$ cat config.mk
export PLATFORM = sky130hd
export DESIGN_NAME = pab_device_flat
export DESIGN_NICKNAME = d
export VERILOG_FILES = /design/src/shared/pab_pkg.sv /design/src/shared/pab_link_if.sv /design/src/logic/pab_device.sv /design/src/flat_wrapper.sv
export SDC_FILE = /design/constraint.sdc
export NUM_CORES = 1
export LEC_CHECK = 0
export ABC_AREA = 1
export BUFFER_PORTS_ARGS = -buffer_cell sky130_fd_sc_hd__buf_2
export CORE_ASPECT_RATIO = 0.7
export CORE_MARGIN = 1
export CORE_UTILIZATION = 35
export CTS_CLUSTER_SIZE = 24
export DETAILED_ROUTE_END_ITERATION = 10
export HOLD_SLACK_MARGIN = 0.1
export SKIP_CTS_REPAIR_TIMING = 1
export SLEW_MARGIN = 10
export SYNTH_ARGS = -nofsm -noshare
export SYNTH_HDL_FRONTEND = slang
export SYNTH_SLANG_ARGS = --single-unit
$ cat constraint.sdc
create_clock -name ref_clk -period 2.1 [get_ports ref_clk]
set_clock_uncertainty 0.05 [all_clocks]
set_input_delay 0 -clock ref_clk [delete_from_list [all_inputs] [get_ports ref_clk]]
set_output_delay 0 -clock ref_clk [all_outputs]
set_load 0.01 [all_outputs]
$ cat src/shared/pab_pkg.sv
// pab_pkg: constants for the address decode and busy tracking block
// assumes a 20 MHz system clock shared by both ends
package pab_pkg;
    localparam int CLK_HZ = 20000000;
    // addresses, 7-bit
    localparam logic [6:0] BASE_ADDR_RST = 7'h5C;
    localparam logic [6:0] ALERT_RESP_ADDR = 7'h0C;
    localparam logic [6:0] GLOBAL_ADDR = 7'h5B;
    localparam logic [3:0] OFFSET_MAX = 4'h8;
    // strap pin states
    localparam logic [1:0] STRAP_LOW = 2'h0;
    localparam logic [1:0] STRAP_FLOAT = 2'h1;
    localparam logic [1:0] STRAP_HIGH = 2'h2;
    // status register busy bit position
    localparam int STATUS_READY_BIT = 6;
    // command codes
    localparam logic [7:0] CMD_STORE_ALL = 8'h15;
    localparam logic [7:0] CMD_RESTORE_ALL = 8'h16;
    localparam logic [7:0] CMD_STATUS_COMMON = 8'hD1;
    localparam logic [7:0] CMD_LOG_CLEAR = 8'hEC;
    localparam logic [7:0] CMD_LOG_STORE = 8'hEA;
    localparam logic [7:0] CMD_LOG_RESTORE = 8'hEB;
    localparam logic [7:0] CMD_IOUT_GAIN = 8'h38;
    localparam logic [7:0] CMD_IOUT_OFFSET = 8'h39;
    localparam logic [7:0] CMD_IIN_GAIN = 8'hE8;
    localparam logic [7:0] CMD_USER_DATA0 = 8'hB0;
    localparam logic [7:0] CMD_USER_DATA1 = 8'hB1;
    localparam logic [7:0] CMD_CHAN_CONFIG = 8'hD0;
    localparam logic [7:0] CMD_RISE_TIME = 8'h61;
    localparam logic [7:0] CMD_OV_LIMIT = 8'h40;
    localparam logic [7:0] CMD_UV_LIMIT = 8'h44;
    localparam logic [7:0] CMD_DAC_DIRECT = 8'hE0;
    localparam logic [7:0] CMD_NVM_ERASE = 8'hBD;
    localparam logic [7:0] CMD_NVM_DATA = 8'hBF;
    localparam logic [7:0] CMD_SET_BASE = 8'hE3;
    // busy times in microseconds
    localparam int T_RESTORE_US = 30000;
    localparam int T_LOG_STORE_US = 20000;
    localparam int T_LOG_CLEAR_US = 175000;
    localparam int T_LOG_RESTORE_US = 2000;
    localparam int T_MASS_WRITE_US = 20000;
    localparam int T_NVM_US = 20000;
    localparam int T_CAL_US = 500;
    localparam int T_FAST_US = 50;
    // cycle counts; calibration and fast times one cycle short
    localparam int CYC_RESTORE = T_RESTORE_US * (CLK_HZ / 1000000);
    localparam int CYC_LOG_STORE = T_LOG_STORE_US * (CLK_HZ / 1000000);
    localparam int CYC_LOG_CLEAR = T_LOG_CLEAR_US * (CLK_HZ / 1000000);
    localparam int CYC_LOG_RESTORE = T_LOG_RESTORE_US * (CLK_HZ / 1000000);
    localparam int CYC_MASS_WRITE = T_MASS_WRITE_US * (CLK_HZ / 1000000);
    localparam int CYC_NVM = T_NVM_US * (CLK_HZ / 1000000);
    localparam int CYC_CAL = T_CAL_US * (CLK_HZ / 1000000) - 1;
    localparam int CYC_FAST = T_FAST_US * (CLK_HZ / 1000000) - 1;
    localparam int BUSY_CNT_W = 22;
    // transaction kinds on the link
    typedef enum logic [1:0] {
        PAB_XFER_WRITE = 2'h0,
        PAB_XFER_SEND = 2'h1,
        PAB_XFER_READ = 2'h2
    } pab_xfer_e;
endpackage

$ cat src/shared/pab_link_if.sv
// pab_link_if: abstracted bus transaction link between host and device
// assumes both ends on ref_clk; one transaction phase per strobe
`timescale 1ns/1ps
interface pab_link_if;
    logic startStb;   // start of a transaction with address
    logic [6:0] addr;
    logic [1:0] kind;
    logic cmdStb;     // command byte present
    logic [7:0] cmd;
    logic [15:0] wrData;
    logic stopStb;    // stop condition
    logic addrAckStb;
    logic addrAck;
    logic cmdAckStb;
    logic cmdAck;
    logic [7:0] rdData;
    logic alertLineN;
    modport device (
        input startStb, addr, kind, cmdStb, cmd, wrData, stopStb,
        output addrAckStb, addrAck, cmdAckStb, cmdAck, rdData, alertLineN
    );
    modport host (
        output startStb, addr, kind, cmdStb, cmd, wrData, stopStb,
        input addrAckStb, addrAck, cmdAckStb, cmdAck, rdData, alertLineN
    );
endinterface

$ cat src/logic/pab_device.sv
// pab_device: address decode and busy tracking of the managed device
// assumes host keeps transaction order start, command, stop
// Contract
// RULE_01: answer at base address plus offset 0..8
// RULE_02: offset from two three-state strap pins
// RULE_03: host may overwrite base address register
// RULE_04: always answer global and alert-response addresses
// RULE_05: status bit 6 low busy, high ready
// RULE_06: status read always served, never faults
// RULE_07: busy command: ack address, nack command, alert
// RULE_08: restore 30ms, log store 20ms, store mass-write
// RULE_09: log erase 175ms, log restore 2ms
// RULE_10: calibration writes busy under 500us
// RULE_11: listed config writes busy under 50us
// RULE_12: busy counted from stop to next start
// RULE_13: host polls status after each write
// RULE_14: host polls after every nonvolatile command
// RULE_15: host sends command then repeated-start read
// RULE_16: durations assume 400kHz back-to-back traffic
// RULE_17: busy from stop until processing completes
`timescale 1ns/1ps
module pab_device #(
    parameter int BUSY_SCALE = 1
) (
    input wire logic ref_clk,
    input wire logic srst,
    input wire logic clkEn,
    input wire logic [1:0] addr_select_pin0,
    input wire logic [1:0] addr_select_pin1,
    input wire logic internalLogReq,
    input wire logic alertClear,
    output logic busyOut,
    output logic [6:0] baseAddrOut,
    pab_link_if.device link
);
    localparam int BUSY_CNT_W = pab_pkg::BUSY_CNT_W;
    logic [6:0] baseAddr_ff;
    logic busy_ff;
    logic [BUSY_CNT_W-1:0] busyCnt_ff;
    logic [BUSY_CNT_W-1:0] pendCnt_ff;
    logic pend_ff;
    logic selected_ff;
    logic cmdOk_ff;
    logic [7:0] cmdHeld_ff;
    logic [15:0] dataHeld_ff;
    logic addrAckStb_ff;
    logic addrAck_ff;
    logic cmdAckStb_ff;
    logic cmdAck_ff;
    logic [7:0] rdData_ff;
    logic alertN_ff;

    // offset from straps, pin1 is the major digit
    wire logic [3:0] strapOffset = 4'(3 * link_strap(addr_select_pin1)
        + link_strap(addr_select_pin0)); // RULE_02
    wire logic [6:0] ownAddr = 7'(baseAddr_ff + 7'(strapOffset)); // RULE_01
    wire logic addrHit = (link.addr == ownAddr) // RULE_01
        || (link.addr == pab_pkg::GLOBAL_ADDR)
        || (link.addr == pab_pkg::ALERT_RESP_ADDR); // RULE_04
    wire logic isStatus = link.cmd == pab_pkg::CMD_STATUS_COMMON;
    wire logic cmdRefused = busy_ff && !isStatus; // RULE_06 RULE_07
    wire logic [BUSY_CNT_W-1:0] cmdTime = busy_time(link.cmd);
    wire logic [7:0] statusByte = 8'(!busy_ff) << pab_pkg::STATUS_READY_BIT; // RULE_05

    // strobes qualified by the current selection
    wire logic cmdTake = link.cmdStb && selected_ff;
    wire logic refuseNow = cmdTake && cmdRefused; // RULE_07
    wire logic setBaseNow = link.stopStb && cmdOk_ff
        && cmdHeld_ff == pab_pkg::CMD_SET_BASE; // RULE_03
    // busy entry and exit conditions
    wire logic busyFromCmd = link.stopStb && pend_ff; // RULE_12
    wire logic busyFromLog = !busy_ff && internalLogReq; // RULE_08
    wire logic busyLast = busyCnt_ff <= BUSY_CNT_W'(1); // RULE_17
    wire logic [BUSY_CNT_W-1:0] logTime =
        BUSY_CNT_W'(pab_pkg::CYC_LOG_STORE / BUSY_SCALE); // RULE_08

    function automatic logic [1:0] link_strap(input logic [1:0] pin);
        unique case (pin)
            pab_pkg::STRAP_LOW: link_strap = 2'h0;
            pab_pkg::STRAP_FLOAT: link_strap = 2'h1;
            default: link_strap = 2'h2;
        endcase
    endfunction

    // busy length for a command, zero for unlisted commands
    function automatic logic [BUSY_CNT_W-1:0] busy_time(input logic [7:0] c);
        int t;
        t = 0;
        unique case (c)
            pab_pkg::CMD_RESTORE_ALL: t = pab_pkg::CYC_RESTORE; // RULE_08
            pab_pkg::CMD_STORE_ALL: t = pab_pkg::CYC_MASS_WRITE; // RULE_08
            pab_pkg::CMD_LOG_STORE: t = pab_pkg::CYC_LOG_STORE; // RULE_08
            pab_pkg::CMD_LOG_CLEAR: t = pab_pkg::CYC_LOG_CLEAR; // RULE_09
            pab_pkg::CMD_LOG_RESTORE: t = pab_pkg::CYC_LOG_RESTORE; // RULE_09
            pab_pkg::CMD_NVM_ERASE, pab_pkg::CMD_NVM_DATA: t = pab_pkg::CYC_NVM;
            pab_pkg::CMD_IOUT_GAIN, pab_pkg::CMD_IOUT_OFFSET,
            pab_pkg::CMD_IIN_GAIN: t = pab_pkg::CYC_CAL; // RULE_10
            pab_pkg::CMD_USER_DATA0, pab_pkg::CMD_USER_DATA1,
            pab_pkg::CMD_CHAN_CONFIG, pab_pkg::CMD_RISE_TIME,
            pab_pkg::CMD_OV_LIMIT, pab_pkg::CMD_UV_LIMIT,
            pab_pkg::CMD_DAC_DIRECT: t = pab_pkg::CYC_FAST; // RULE_11
            default: t = 0;
        endcase
        busy_time = BUSY_CNT_W'(t / BUSY_SCALE); // RULE_16
    endfunction

    // address phase: ack any decoded address, busy or not
    always_ff @(posedge ref_clk) begin
        if (srst) begin
            addrAckStb_ff <= 1'b0;
            addrAck_ff <= 1'b0;
            selected_ff <= 1'b0;
        end else if (clkEn) begin
            addrAckStb_ff <= link.startStb;
            if (link.startStb) begin
                addrAck_ff <= addrHit; // RULE_07
                selected_ff <= addrHit;
            end else if (link.stopStb) begin
                selected_ff <= 1'b0;
            end
        end
    end

    // command answer: refuse while busy except status read
    always_ff @(posedge ref_clk) begin
        if (srst) begin
            cmdAckStb_ff <= 1'b0;
            cmdAck_ff <= 1'b0;
            rdData_ff <= 8'h00;
        end else if (clkEn) begin
            cmdAckStb_ff <= cmdTake;
            if (cmdTake) begin
                cmdAck_ff <= !cmdRefused; // RULE_07
                rdData_ff <= isStatus ? statusByte : 8'h00; // RULE_06
            end
        end
    end

    // accepted command held until stop for base write and busy entry
    always_ff @(posedge ref_clk) begin
        if (srst) begin
            cmdOk_ff <= 1'b0;
            cmdHeld_ff <= 8'h00;
            dataHeld_ff <= 16'h0000;
            pend_ff <= 1'b0;
            pendCnt_ff <= '0;
        end else if (clkEn) begin
            if (cmdTake) begin
                cmdOk_ff <= !cmdRefused;
                cmdHeld_ff <= link.cmd;
                dataHeld_ff <= link.wrData;
                pend_ff <= !cmdRefused && (cmdTime != '0);
                pendCnt_ff <= cmdTime;
            end else if (link.stopStb) begin
                pend_ff <= 1'b0;
                cmdOk_ff <= 1'b0;
            end
        end
    end

    // busy starts at stop of accepted slow command, ends on count
    always_ff @(posedge ref_clk) begin
        if (srst) begin
            busy_ff <= 1'b0;
            busyCnt_ff <= '0;
        end else if (clkEn) begin
            if (busyFromCmd) begin
                busy_ff <= 1'b1; // RULE_12 RULE_17
                busyCnt_ff <= pendCnt_ff;
            end else if (busyFromLog) begin
                busy_ff <= 1'b1; // RULE_08
                busyCnt_ff <= logTime;
            end else if (busy_ff) begin
                if (busyLast) begin
                    busy_ff <= 1'b0; // RULE_17
                end
                busyCnt_ff <= busyCnt_ff - 1'b1;
            end
        end
    end

    // base address write takes effect at stop; alert latches low
    always_ff @(posedge ref_clk) begin
        if (srst) begin
            baseAddr_ff <= pab_pkg::BASE_ADDR_RST;
            alertN_ff <= 1'b1;
        end else if (clkEn) begin
            if (setBaseNow) begin
                baseAddr_ff <= dataHeld_ff[6:0]; // RULE_03
            end
            if (refuseNow) begin
                alertN_ff <= 1'b0; // RULE_07
            end else if (alertClear) begin
                alertN_ff <= 1'b1;
            end
        end
    end

    // link answers, all straight from flip-flops
    assign link.addrAckStb = addrAckStb_ff;
    assign link.addrAck = addrAck_ff;
    assign link.cmdAckStb = cmdAckStb_ff;
    assign link.cmdAck = cmdAck_ff;
    assign link.rdData = rdData_ff;
    assign link.alertLineN = alertN_ff;

    // local status for the system side
    assign busyOut = busy_ff;
    assign baseAddrOut = baseAddr_ff;
endmodule

$ cat src/flat_wrapper.sv
// flat-port wrapper written by rule: the top's interface ports become plain ports
module pab_device_flat 
#(
    parameter int BUSY_SCALE = 1
)
  (ref_clk, srst, clkEn, addr_select_pin0, addr_select_pin1, internalLogReq, alertClear, busyOut, baseAddrOut, link_startStb, link_addr, link_kind, link_cmdStb, link_cmd, link_wrData, link_stopStb, link_addrAckStb, link_addrAck, link_cmdAckStb, link_cmdAck, link_rdData, link_alertLineN);
  pab_link_if link_i ();
  input wire logic ref_clk;
  input wire logic srst;
  input wire logic clkEn;
  input wire logic [1:0] addr_select_pin0;
  input wire logic [1:0] addr_select_pin1;
  input wire logic internalLogReq;
  input wire logic alertClear;
  output logic busyOut;
  output logic [6:0] baseAddrOut;
  input wire logic [$bits(link_i.startStb)-1:0] link_startStb;
  input wire logic [$bits(link_i.addr)-1:0] link_addr;
  input wire logic [$bits(link_i.kind)-1:0] link_kind;
  input wire logic [$bits(link_i.cmdStb)-1:0] link_cmdStb;
  input wire logic [$bits(link_i.cmd)-1:0] link_cmd;
  input wire logic [$bits(link_i.wrData)-1:0] link_wrData;
  input wire logic [$bits(link_i.stopStb)-1:0] link_stopStb;
  output wire logic [$bits(link_i.addrAckStb)-1:0] link_addrAckStb;
  output wire logic [$bits(link_i.addrAck)-1:0] link_addrAck;
  output wire logic [$bits(link_i.cmdAckStb)-1:0] link_cmdAckStb;
  output wire logic [$bits(link_i.cmdAck)-1:0] link_cmdAck;
  output wire logic [$bits(link_i.rdData)-1:0] link_rdData;
  output wire logic [$bits(link_i.alertLineN)-1:0] link_alertLineN;
  assign link_i.startStb = link_startStb;
  assign link_i.addr = link_addr;
  assign link_i.kind = link_kind;
  assign link_i.cmdStb = link_cmdStb;
  assign link_i.cmd = link_cmd;
  assign link_i.wrData = link_wrData;
  assign link_i.stopStb = link_stopStb;
  assign link_addrAckStb = link_i.addrAckStb;
  assign link_addrAck = link_i.addrAck;
  assign link_cmdAckStb = link_i.cmdAckStb;
  assign link_cmdAck = link_i.cmdAck;
  assign link_rdData = link_i.rdData;
  assign link_alertLineN = link_i.alertLineN;
  pab_device #(.BUSY_SCALE(BUSY_SCALE)) u_core (.ref_clk(ref_clk), .srst(srst), .clkEn(clkEn), .addr_select_pin0(addr_select_pin0), .addr_select_pin1(addr_select_pin1), .internalLogReq(internalLogReq), .alertClear(alertClear), .busyOut(busyOut), .baseAddrOut(baseAddrOut), .link(link_i));
endmodule
Word-level counts from Yosys, hierarchy flattened. Cells that the tools add are included.

Logic and storage cells: 91. Input port bits: 45. Bits in registers: 83. Output and inout bits: 21.

Add/subtract/negate cells: 3. $lt $le $gt $ge: 1. $mul: 1. Multiplexer cells: 17. Eq/ne operators: 24. Reductions and logical operators: 30.

Operators with widths (number): $pmux W22 S6 (1); $eq A8 B8 Y1 const B (12); $mux W22 (3); $eq A8 B7 Y1 const B (3); $le A22 B1 Y1 const B (1); $reduce_bool A22 Y1 (1); $sub A22 B1 Y22 const B (1); $eq A8 B5 Y1 const B (2); $eq A8 B6 Y1 const B (2); $reduce_and A2 Y1 (7); $mux W1 (10); $logic_and A1 B1 Y1 (8); $pmux W2 S2 (2); $add A7 B4 Y7 (1); $eq A7 B4 Y1 const B (1); $eq A7 B7 Y1 (1); $eq A7 B7 Y1 const B (1); $mux W7 (1); $reduce_or A7 Y1 (1); $reduce_bool A2 Y1 (3); $add A4 B2 Y4 (1); $eq A2 B1 Y1 const B (2); $logic_not A2 Y1 (2); $mul A2 B2 Y4 const A (1); 5 further kinds (8).

Longest topological paths before layout. Gate-level depths: netlist of the first run.

Depth after elaboration: 9. Depth in mapped cells: 20.

Worst setup path before layout of the first run. OpenSTA, ideal clock, no wires.

Kind: input to register. From: input addr_select_pin1[1]. To: register u_core.selected_ff. Arrival time: 2.054 ns. Setup time: 0.070 ns. Setup slack: -0.075 ns. Stages on the path: 19. Cells stage by stage: inv_1 > nand2_1 > ha_1 > ha_1 > inv_1 > fa_1 > inv_1 > ha_1 > nand3_1 > nand2_1 > nand2_1 > nand2_1 > inv_1 > nand2_1 > nor2_1 > nand3_1 > nand2_1 > nand2_1 > a21oi_1.

Word-level cells in the longest chain between the ends: 9. Elaborated cells between the ends (all ways): 10. Classes of those cells: add/sub (2); mul (1); eq/ne (2); mux (2); reduce/logical (3).

Ends and longest elaborated chain: from (decl) (line flat_wrapper.sv:12) `input wire logic [1:0] addr_select_pin1;`; $eq A2 B1 Y1 / $logic_not A2 Y1 (equally long branches) (line pab_device.sv:78) `unique case (pin)`; $pmux W2 S2 * (line pab_device.sv:78); $mul A2 B2 Y4 * (line pab_device.sv:54) `wire logic [3:0] strapOffset = 4'(3 * link_strap(addr_select_pin1)`; $add A4 B2 Y4 * (line pab_device.sv:55) `+ link_strap(addr_select_pin0));`; $add A7 B4 Y7 * (line pab_device.sv:56) `wire logic [6:0] ownAddr = 7'(baseAddr_ff + 7'(strapOffset));`; $eq A7 B7 Y1 * (line pab_device.sv:57) `wire logic addrHit = (link.addr == ownAddr)`; $logic_or A1 B1 Y1 * (line pab_device.sv:58) `|| (link.addr == pab_pkg::GLOBAL_ADDR)`; $logic_or A1 B1 Y1 * (line pab_device.sv:59) `|| (link.addr == pab_pkg::ALERT_RESP_ADDR);`; $mux W1 * (line pab_device.sv:115) `if (link.startStb) begin`; to (signal assigned) (line pab_device.sv:117) `selected_ff <= addrHit;`; to (decl) (line pab_device.sv:42) `logic selected_ff;`.

Mark *: on every way between the ends. The rest lies on a longest branch, timed or not. A chain may end at the register's enable or synchronous reset.

Worst setup path after layout of the first run.
From: input addr_select_pin1[0]. To: register u_core.addrAck_ff, in the netlist u_core.link.addrAck.

Word-level cells in the longest chain between the ends: 8. Elaborated cells between the ends (all ways): 9. Classes of those cells: add/sub (2); mul (1); eq/ne (2); mux (1); reduce/logical (3).

Ends and longest elaborated chain: $eq A2 B1 Y1 / $logic_not A2 Y1 (equally long branches) (line pab_device.sv:78); $pmux W2 S2 * (line pab_device.sv:78); $mul A2 B2 Y4 * (line pab_device.sv:54); $add A4 B2 Y4 * (line pab_device.sv:55); $add A7 B4 Y7 * (line pab_device.sv:56); $eq A7 B7 Y1 * (line pab_device.sv:57); $logic_or A1 B1 Y1 * (line pab_device.sv:58); $logic_or A1 B1 Y1 * (line pab_device.sv:59); to (signal assigned) (line pab_device.sv:116) `addrAck_ff <= addrHit;`; to (decl) (line pab_device.sv:47) `logic addrAck_ff;`.

Marked as above.

==> results of run 1 <==
kinds of logic (layout without fill, tap and decap cells):
logic type | Yosys count | in the layout | share of synthesized area [%]
compound gates | 158 | 158 | 21.58
xor+xnor | 7 | 7 | 1.877
other cells | 1 | 7 | 0.09375
simple gates | 225 | 225 | 24.74
fa+ha+maj | 12 | 12 | 4.129
buf+inv | 119 | 193 | 12.54
flops | 70 | 70 | 35.03
stage by stage:
stage	hold WS (ns)	total power, mW	TNS, ns	instance area, um^2
after floorplan	0.09462	1.951	-0.05636	4048
after global placement	0.2338	2.113	-0.5228	4425
after detailed placement	0.2370	2.124	-0.6916	4425
after CTS	-0.1132	3.672	0	4726
after global routing	0.1431	3.878	-0.2404	5017
final	0.1128	3.688	0	5017
state kept, by name, summed over array words and instances (netlist names):
signal                  count
u_core.cmdHeld_ff           8
u_core.link.rdData          1
u_core.busyOut              1
u_core.baseAddrOut          7
u_core.link.cmdAckStb       1
u_core.link.cmdAck          1
u_core.cmdOk_ff             1
u_core.link.alertLineN      1
u_core.pendCnt_ff          16
u_core.link.addrAckStb      1
u_core.busyCnt_ff          22
u_core.dataHeld_ff          7
u_core.link.addrAck         1
u_core.selected_ff          1
u_core.pend_ff              1
routing by layer:
| metal | share of wire (%) | up-vias |
|---|---|---|
| li1 | - | 2084 |
| met1 | 52 | 1879 |
| met2 | 41 | 121 |
| met3 | 6.1 | 13 |
| met4 | 1.4 | 0 |
| met5 | 0 | - |
worst max-delay path: cells and delay by family:
kind | cells | cell delay [ns]
buffers and inverters | 5 | 0.25
AO/OA/AOI/OAI | 1 | 0.12
adder cells (fa/ha/maj) | 4 | 1.22
AND/OR/NAND/NOR | 11 | 0.69
report_power, final:
group	internal (mW)	switching (mW)	total, mW
combinational	0.279	0.455	0.735
clock	0.977	0.552	1.53
sequential	1.38	0.0465	1.42
total	2.63	1.05	3.69
synthesized netlist by cell type (2+ instances only):
library cell	instances	area, um^2
ha_1	10	125.1
dfxtp_1	70	1401
o21ai_1	2	10.01
nor2_1	56	210.2
a221oi_1	2	17.52
o21ai_0	61	305.3
a21oi_1	70	350.3
nand2_1	104	390.4
inv_1	87	326.6
nor2_2	4	25.02
nand4_1	8	50.05
nor4_1	3	18.77
inv_2	3	11.26
clkbuf_1	13	48.80
fa_1	2	40.04
xnor2_1	2	17.52
a31oi_1	5	31.28
o221ai_1	2	17.52
buf_6	3	33.78
nor2_4	5	56.30
buf_4	7	52.55
buf_2	3	15.01
o211ai_1	9	67.56
xor2_1	4	35.03
o21bai_1	2	15.01
nand3_1	35	175.2
nor3_1	6	30.03
final timing paths:
| kind | start | end | slack, ns |
|---|---|---|---|
| setup reg to reg | u_core.baseAddrOut[0] | u_core.link.addrAck | 0.11 |
| hold reg to reg | u_core.dataHeld_ff[6] | u_core.dataHeld_ff[6] | 0.40 |
| setup / recovery | addr_select_pin1[0] | u_core.link.addrAck | 0.03 |
| hold / removal | link_addr[1] | u_core.selected_ff | 0.11 |
area by class of cell:
type,count,area (um^2),share of cell area [%]
timing repair buffer,86,600.6,11.97
clock buffer,12,256.5,5.112
inverter,92,347.8,6.933
sequential,70,1401,27.93
clock inverter,3,43.79,0.8728
tap,153,191.4,3.815
multi-input combinational,409,2176,43.37
==> results.sh, run 1 <==
export IMPL_met1_usage_pct=29.18
export IMPL_rsz0062_at_grt="yes"
export IMPL_core_um2=11050
export IMPL_fin_cells=825
export IMPL_synth_async_sr_flop_share_pct=0
export IMPL_numCtsBuffers=9
export IMPL_hold_depth=6
export IMPL_detail_route_antenna_nets=0
export IMPL_grt_busiest_layer="met1"
export IMPL_htree_num_levels=3
export IMPL_fin_util_pct=45.40
export IMPL_synth_cell_area_um2=4000
export IMPL_ys_types=41
export IMPL_path_cells="buf_6, inv_2, nand2_1, ha_1, ha_2, inv_2, fa_1, inv_2, ha_4, inv_2, nand2_2, nand2_1, nand2_1, nand2_1, nor2_1, nand2_1, nor2_2, nand3_1, nand2_1, nand2_1, a21oi_1"
export IMPL_synth_edf_count=0
export IMPL_clock_latency_ns=0.33
export IMPL_gp_congestion=0.8760
export IMPL_reg2reg_depth=12
export IMPL_insertedDiodeCount=0
export IMPL_overflow=0
export IMPL_placedCellCount=785
export IMPL_clkSlewWorstSetupHoldPaths_ns=0.05
export IMPL_slowest_delay_ns=0.49
export IMPL_outcome="complete, no violations"
export IMPL_vias=4097
export IMPL_path_max_fanout=3
export IMPL_synthCells=592
export IMPL_use_met3_pct=4.243
export IMPL_crit_arrival_ns=2.28
export IMPL_fmax_mhz=482.9
export IMPL_worstHoldPathType="input port to flip-flop"
export IMPL_path_common_cell="nand2_1"
export IMPL_cts_root_buf="clkbuf_16"
export IMPL_wire_per_inst_um=13.44
export IMPL_final_hold_viol_count=0
export IMPL_die_area_um2=11870
export IMPL_grt_start_max_net_pins=33
export IMPL_place_hpwl_mm=8.219
export IMPL_port_buffers=47
export IMPL_synth_yosys_seq_area_share_pct=35.03
export IMPL_vias_per_cell=4.966
export IMPL_clock_sinks=70
export IMPL_areaGrowthSynthToFinish_pct=25.43
export IMPL_yosysWarnings=0
export IMPL_synth_seq_cells=70
export IMPL_layout_common_cells="102 x nand2_1, 82 x inv_1, 70 x dfxtp_1"
export IMPL_irDropWorstVdd_mv=0.3702
export IMPL_crit_required_ns=2.31
export IMPL_drt_total_wl_mm=11.09
export IMPL_drt_pass1_iterations=5
export IMPL_start_kind="input port"
export IMPL_synth_flop_cell="dfxtp_1"
export IMPL_initial_utilization_pct=36.20
export IMPL_die_height_um=91.45
export IMPL_fin_crit_sh_pct=98.62
export IMPL_remaining_drc_errors=0
export IMPL_ios=66
export IMPL_dp_slack_ns=-0.3474
export IMPL_layout_commonest_cell="nand2_1"
export IMPL_crit_path_end_kind="flip-flop"
export IMPL_worst_slack_ns=0.02908
export IMPL_first_global_vias=3544
export IMPL_track_usage_pct=19.28
export IMPL_p_per_area_nw_per_um2=735.0
export IMPL_slew_viol_final=0
export IMPL_syn_avg_cell_area_um2=6.757
export IMPL_grtUsageMet2_pct=26.69
export IMPL_grt_first_pass_wirelength_mm=17.73
export IMPL_cts_max_path_buffers=2
export IMPL_drive_gt1_share_pct=16.07
export IMPL_fill_cells=1170
export IMPL_critical_path_class="input port to flip-flop"
export IMPL_min_period_ns=2.071
export IMPL_finalNetCount=725
export IMPL_maxCapViolCount=0
export IMPL_fp_dieW_um=129.8
export IMPL_p_leak_nw=2.379
export IMPL_finalSetupViolCount=0
export IMPL_drt_iter0_drc=303
export IMPL_cts_tree="done"
export IMPL_rows=32
export IMPL_antenna_found_initial=0
export IMPL_cpMaxStageDelayCell="fa_1"
Power figures use the tool's default switching activity.
==> run 2: changes to the inputs <==
--- a/config.mk
+++ b/config.mk
@@ -7,7 +7,7 @@
 export LEC_CHECK = 0
 export ABC_AREA = 1
 export BUFFER_PORTS_ARGS = -buffer_cell sky130_fd_sc_hd__buf_2
-export CORE_ASPECT_RATIO = 0.7
+export CORE_ASPECT_RATIO = 1.4
 export CORE_MARGIN = 1
 export CORE_UTILIZATION = 35
 export CTS_CLUSTER_SIZE = 24
==> results.sh, run 2 (synthesis results as in run 1) <==
export IMPL_sw_frac_of_total_pct=28.59
export IMPL_remaining_drc_errors=0
export IMPL_worst_slack_ns=-0.01255
export IMPL_largest_register_ffs=22
export IMPL_intPower_mw=2.684
export IMPL_min_period_ns=2.113
export IMPL_grt_start_max_net_pins=40
export IMPL_insertedDiodeCount=0
export IMPL_path_max_fanout=3
export IMPL_violations="negative setup slack"
export IMPL_slew_viol_final=0
export IMPL_finalSetupViolCount=1
export IMPL_path_cells="buf_6, inv_2, nand2_1, ha_1, ha_2, inv_2, fa_1, inv_2, ha_4, inv_2, nand2_2, nand2_2, nand2_2, nand2_1, nor2_1, nand2_1, nor2_1, nand3_1, nand2_1, nand2_2, a21oi_2"
export IMPL_start_kind="input port"
export IMPL_finalNetCount=721
export IMPL_die_area_um2=11870
export IMPL_pwr_share_clk_pct=42.8
export IMPL_fin_crit_sh_pct=100.6
export IMPL_p_leak_nw=2.360
export IMPL_cpMaxStageDelayCell="fa_1"
export IMPL_grt_first_pass_wirelength_mm=17.42
export IMPL_p_sw_mw=1.075
export IMPL_antenna_found_initial=0
export IMPL_detail_route_antenna_nets=0
export IMPL_irDropWorstVdd_mv=0.5787
export IMPL_critical_path_class="input port to flip-flop"
export IMPL_wl_met3_um=337
export IMPL_top_layer_used="met4"
export IMPL_crit_arrival_ns=2.34
export IMPL_drive_gt1_share_pct=16.32
export IMPL_ios=66
export IMPL_rows=45
export IMPL_slowest_delay_ns=0.49
export IMPL_tightest_slew_ns=0.6365
export IMPL_initial_utilization_pct=36.43
export IMPL_clkSlewWorstSetupHoldPaths_ns=0.06
export IMPL_clock_sinks=70
export IMPL_maxCapViolCount=0
export IMPL_overflow=0
export IMPL_htree_num_levels=3
export IMPL_outcome="finished with violations"
export IMPL_cts_tree="done"
export IMPL_gp_congestion=0.9017
export IMPL_maxSlewHeadroom_pct=57.52
export IMPL_layout_common_cells="99 x nand2_1, 82 x inv_1, 69 x dfxtp_1"
export IMPL_wl_met1_mm=4.433
export IMPL_rsz0062_at_grt="yes"
export IMPL_final_hold_viol_count=0
export IMPL_layout_commonest_cell="nand2_1"
export IMPL_areaGrowthSynthToFinish_pct=24.55
export IMPL_cts_max_path_buffers=2
export IMPL_wire_per_inst_um=13.55
export IMPL_worstHoldPathType="input port to flip-flop"
export IMPL_first_global_vias=3873
export IMPL_reg_top3="u_core.busyCnt_ff (22), u_core.pendCnt_ff (16), u_core.cmdHeld_ff (8)"
export IMPL_p_per_area_nw_per_um2=754.5
export IMPL_largest_register="u_core.busyCnt_ff"
export IMPL_crit_required_ns=2.33
export IMPL_track_usage_pct=18.72
export IMPL_drt_iter0_drc=265
export IMPL_fin_util_pct=45.38
export IMPL_vias_per_cell=5.040
export IMPL_drt_total_wl_mm=10.97
export IMPL_clock_latency_ns=0.34
export IMPL_placed_area_um2=4380
export IMPL_die_height_um=128.5
export IMPL_core_um2=10980
export IMPL_drt_pass1_iterations=6
export IMPL_numCtsBuffers=9
export IMPL_cts_root_buf="clkbuf_16"
export IMPL_fp_dieW_um=92.35
export IMPL_crit_path_end_kind="flip-flop"
export IMPL_place_hpwl_mm=7.969
export IMPL_design_area_um2=4982
export IMPL_power_mw=3.759
export IMPL_pwr_share_comb_pct=19.3
export IMPL_power_frac_seq_pct=37.8
export IMPL_wl_met2_mm=5.708
export IMPL_fmax_mhz=473.4
export IMPL_port_buffers=47
export IMPL_vias=4077
-- run 2: path summary, 6_finish.rpt --
| check | start | end | slack, ns | cells after the start |
|---|---|---|---|---|
| max | addr_select_pin1[0] | u_core.link.addrAck | -0.01 | 21 |
| min reg2reg | u_core.dataHeld_ff[5] | u_core.baseAddrOut[5] | 0.40 | 2 |
| max reg2reg | u_core.baseAddrOut[0] | u_core.link.addrAck | 0.05 | 12 |
| min | link_addr[5] | u_core.selected_ff | 0.12 | 6 |
-- run 2: metal layers --
layer / up-vias / GRT usage [%]
li1: 2081 / -
met1: 1863 / 19.75
met2: 97 / 33.55
met3: 36 / 3.960
met4: 0 / 11.95
met5: - / 0
-- run 2: final cells by class --
cell class                      instances  area [um^2]
Tap cell                              141        176.4
Multi-Input combinational cell        409         2173
Clock buffer                            9        225.2
Fill cell                            1117         5997
Sequential cell                        70         1403
Inverter                               92        347.8
Timing Repair Buffer                   82        570.5
Clock inverter                          6        86.33
-- run 2: power by group through the flow --
| stage | Combinational, mW | Clock, mW | Sequential [mW] |
|---|---|---|---|
| 2_1_floorplan | 0.511 | 0 | 1.44 |
| 3_3_place_gp | 0.657 | 0 | 1.45 |
| 3_5_place_dp | 0.670 | 0 | 1.45 |
| 4_1_cts | 0.676 | 1.63 | 1.42 |
| 5_1_grt | 0.818 | 1.70 | 1.43 |
| 6_report | 0.727 | 1.61 | 1.42 |
-- run 2: through the flow --
stage	setup WS (ns)	hold WS [ns]	instances	TNS, ns
global route	-0.1756	0.1624	809	-0.3503
global placement	-0.2679	0.2278	769	-0.5353
CTS	-0.003643	-0.1200	784	-0.003643
detailed placement	-0.3633	0.2350	769	-0.7061
finish	-0.01255	0.1183	809	-0.01255
floorplan	-0.02838	0.09462	598	-0.05636
-- run 2: critical path: cells and delay by family --
family          cells  cell delay (ns)
compound gates      1             0.13
simple gates       11             0.73
fa+ha+maj           4             1.22
buf+inv             5             0.27
==> run 3: changes to the inputs <==
--- a/config.mk
+++ b/config.mk
@@ -13,7 +13,6 @@
 export CTS_CLUSTER_SIZE = 24
 export DETAILED_ROUTE_END_ITERATION = 10
 export HOLD_SLACK_MARGIN = 0.1
-export SKIP_CTS_REPAIR_TIMING = 1
 export SLEW_MARGIN = 10
 export SYNTH_ARGS = -nofsm -noshare
 export SYNTH_HDL_FRONTEND = slang
==> results.sh, run 3 (synthesis results as in run 1) <==
export IMPL_grt_first_pass_wirelength_mm=17.97
export IMPL_rows=45
export IMPL_clkSlewWorstSetupHoldPaths_ns=0.06
export IMPL_path_buf_inv=5
export IMPL_finalSetupViolCount=2
export IMPL_crit_arrival_ns=2.34
export IMPL_irDropWorstVdd_mv=0.5785
export IMPL_rsz0062_at_grt="yes"
export IMPL_drt_total_wl_mm=10.93
export IMPL_htree_num_levels=3
export IMPL_critical_path_class="input port to flip-flop"
export IMPL_worstHoldPathType="input port to flip-flop"
export IMPL_fin_util_pct=45.50
export IMPL_largest_register_ffs=22
export IMPL_remaining_drc_errors=0
export IMPL_fin_cells=810
export IMPL_first_global_vias=4043
export IMPL_p_per_area_nw_per_um2=751.7
export IMPL_track_usage_pct=19.29
export IMPL_clock_latency_ns=0.34
export IMPL_drt_pass1_iterations=5
export IMPL_insertedDiodeCount=0
export IMPL_die_height_um=128.5
export IMPL_critPathTopFamily="adder cells"
export IMPL_clock_sinks=70
export IMPL_detail_route_antenna_nets=0
export IMPL_cts_tree="done"
export IMPL_ios=66
export IMPL_gp_congestion=0.9017
export IMPL_fill_cells=1116
export IMPL_maxCapViolCount=0
export IMPL_fin_crit_sh_pct=100.8
export IMPL_path_max_fanout=3
export IMPL_worst_slack_ns=-0.01730
export IMPL_min_period_ns=2.117
export IMPL_cpMaxStageDelayCell="fa_1"
export IMPL_core_um2=10980
export IMPL_drive_gt1_share_pct=16.44
export IMPL_port_buffers=47
export IMPL_final_hold_viol_count=0
export IMPL_vias_per_cell=5.053
export IMPL_p_leak_nw=2.356
export IMPL_slew_viol_final=0
export IMPL_drt_iter0_drc=243
export IMPL_placedCellCount=769
export IMPL_multi_input_area_um2=2173
export IMPL_layout_commonest_cell="nand2_1"
export IMPL_tns_ns=-0.01782
export IMPL_fmax_mhz=472.3
export IMPL_reg_top3="u_core.busyCnt_ff (22), u_core.pendCnt_ff (16), u_core.cmdHeld_ff (8)"
export IMPL_seqCellArea_um2=1403
export IMPL_vias=4093
export IMPL_violations="negative setup slack"
export IMPL_initial_utilization_pct=36.43
export IMPL_largest_register="u_core.busyCnt_ff"
export IMPL_numCtsBuffers=9
export IMPL_place_hpwl_mm=7.969
export IMPL_slowest_delay_ns=0.49
export IMPL_finalNetCount=722
export IMPL_die_area_um2=11870
export IMPL_grt_start_max_net_pins=40
export IMPL_crit_path_end_kind="flip-flop"
export IMPL_outcome="finished with violations"
export IMPL_cts_root_buf="clkbuf_16"
export IMPL_areaGrowthSynthToFinish_pct=24.90
export IMPL_wire_per_inst_um=13.49
export IMPL_overflow=0
export IMPL_start_kind="input port"
export IMPL_fp_dieW_um=92.35
export IMPL_power_mw=3.755
export IMPL_antenna_found_initial=0
export IMPL_path_cells="buf_6, inv_2, nand2_1, ha_1, ha_2, inv_2, fa_1, inv_2, ha_4, inv_2, nand2_2, nand2_2, nand2_2, nand2_1, nor2_1, nand2_1, nor2_1, nand3_1, nand2_1, nand2_2, a21oi_2"
export IMPL_cts_max_path_buffers=2
export IMPL_crit_required_ns=2.32
export IMPL_layout_common_cells="99 x nand2_1, 81 x inv_1, 69 x dfxtp_1"
run 3: cell count changes in the layout (fill, tap and decap cells not counted):
cell / delta
clkinvlp_4: +1
dlygate4sd3_1: +1
inv_1: -1
run 3: worst register-to-register path, cell delays in order (launching register included):
cell,delay (ns)
dfxtp_2,0.35
ha_1,0.18
inv_1,0.06
fa_2,0.53
xor2_1,0.13
nand2_1,0.09
nor2_1,0.11
nand2_1,0.06
nor2_1,0.08
nand3_1,0.07
nand2_1,0.09
nand2_2,0.08
a21oi_2,0.13
run 3: through the flow:
step                      cell area (um^2)  hold WS (ns)  worst slack [ns]
after detailed placement              4380        0.2350           -0.3633
after global placement                4380        0.2278           -0.2679
after CTS                             4942        0.1009         0.0005853
after global routing                  4996        0.1627           -0.1758
after floorplan                       4048       0.09462          -0.02838
final                                 4996        0.1249          -0.01730
run 3: area by class of cell:
| type | count | area share, % |
|---|---|---|
| flip-flops and latches | 70 | 28.07 |
| clock inverters | 6 | 1.728 |
| well taps | 141 | 3.531 |
| clock buffers | 9 | 4.508 |
| repair buffers | 83 | 11.62 |
| inverters | 92 | 7.037 |
| multi-input cells | 409 | 43.50 |
run 3: path summary, 6_finish.rpt:
check / slack [ns] / startpoint / to / depth (start not counted)
max reg2reg: 0.05 / u_core.baseAddrOut[0] / u_core.link.addrAck / 12
min reg2reg: 0.40 / u_core.dataHeld_ff[2] / u_core.dataHeld_ff[2] / 2
min: 0.12 / link_addr[5] / u_core.selected_ff / 6
max: -0.02 / addr_select_pin1[0] / u_core.link.addrAck / 21
run 3: metal layers:
metal,vias up,part of all wire (%),global-route usage (%)
li1,2078,-,-
met1,1887,40,19.93
met2,93,53,35.25
met3,35,2.8,3.901
met4,0,4.3,12.22
met5,-,0,0
run 3: what timing repair did:
action / CTS / global route
pin swaps: 0 / 2
endpoints found under the setup margin: 1 / 3
buffers inserted: 0 / 1
hold endpoints to repair: 34 / 0
resized for setup: 1 / 16
hold buffers: 25 / 0
run 3: power by group:
group	switching, mW	internal, mW	leakage [nW]
Clock	0.574	1.03	0.152
Combinational	0.451	0.276	1.64
Sequential	0.0457	1.38	0.569
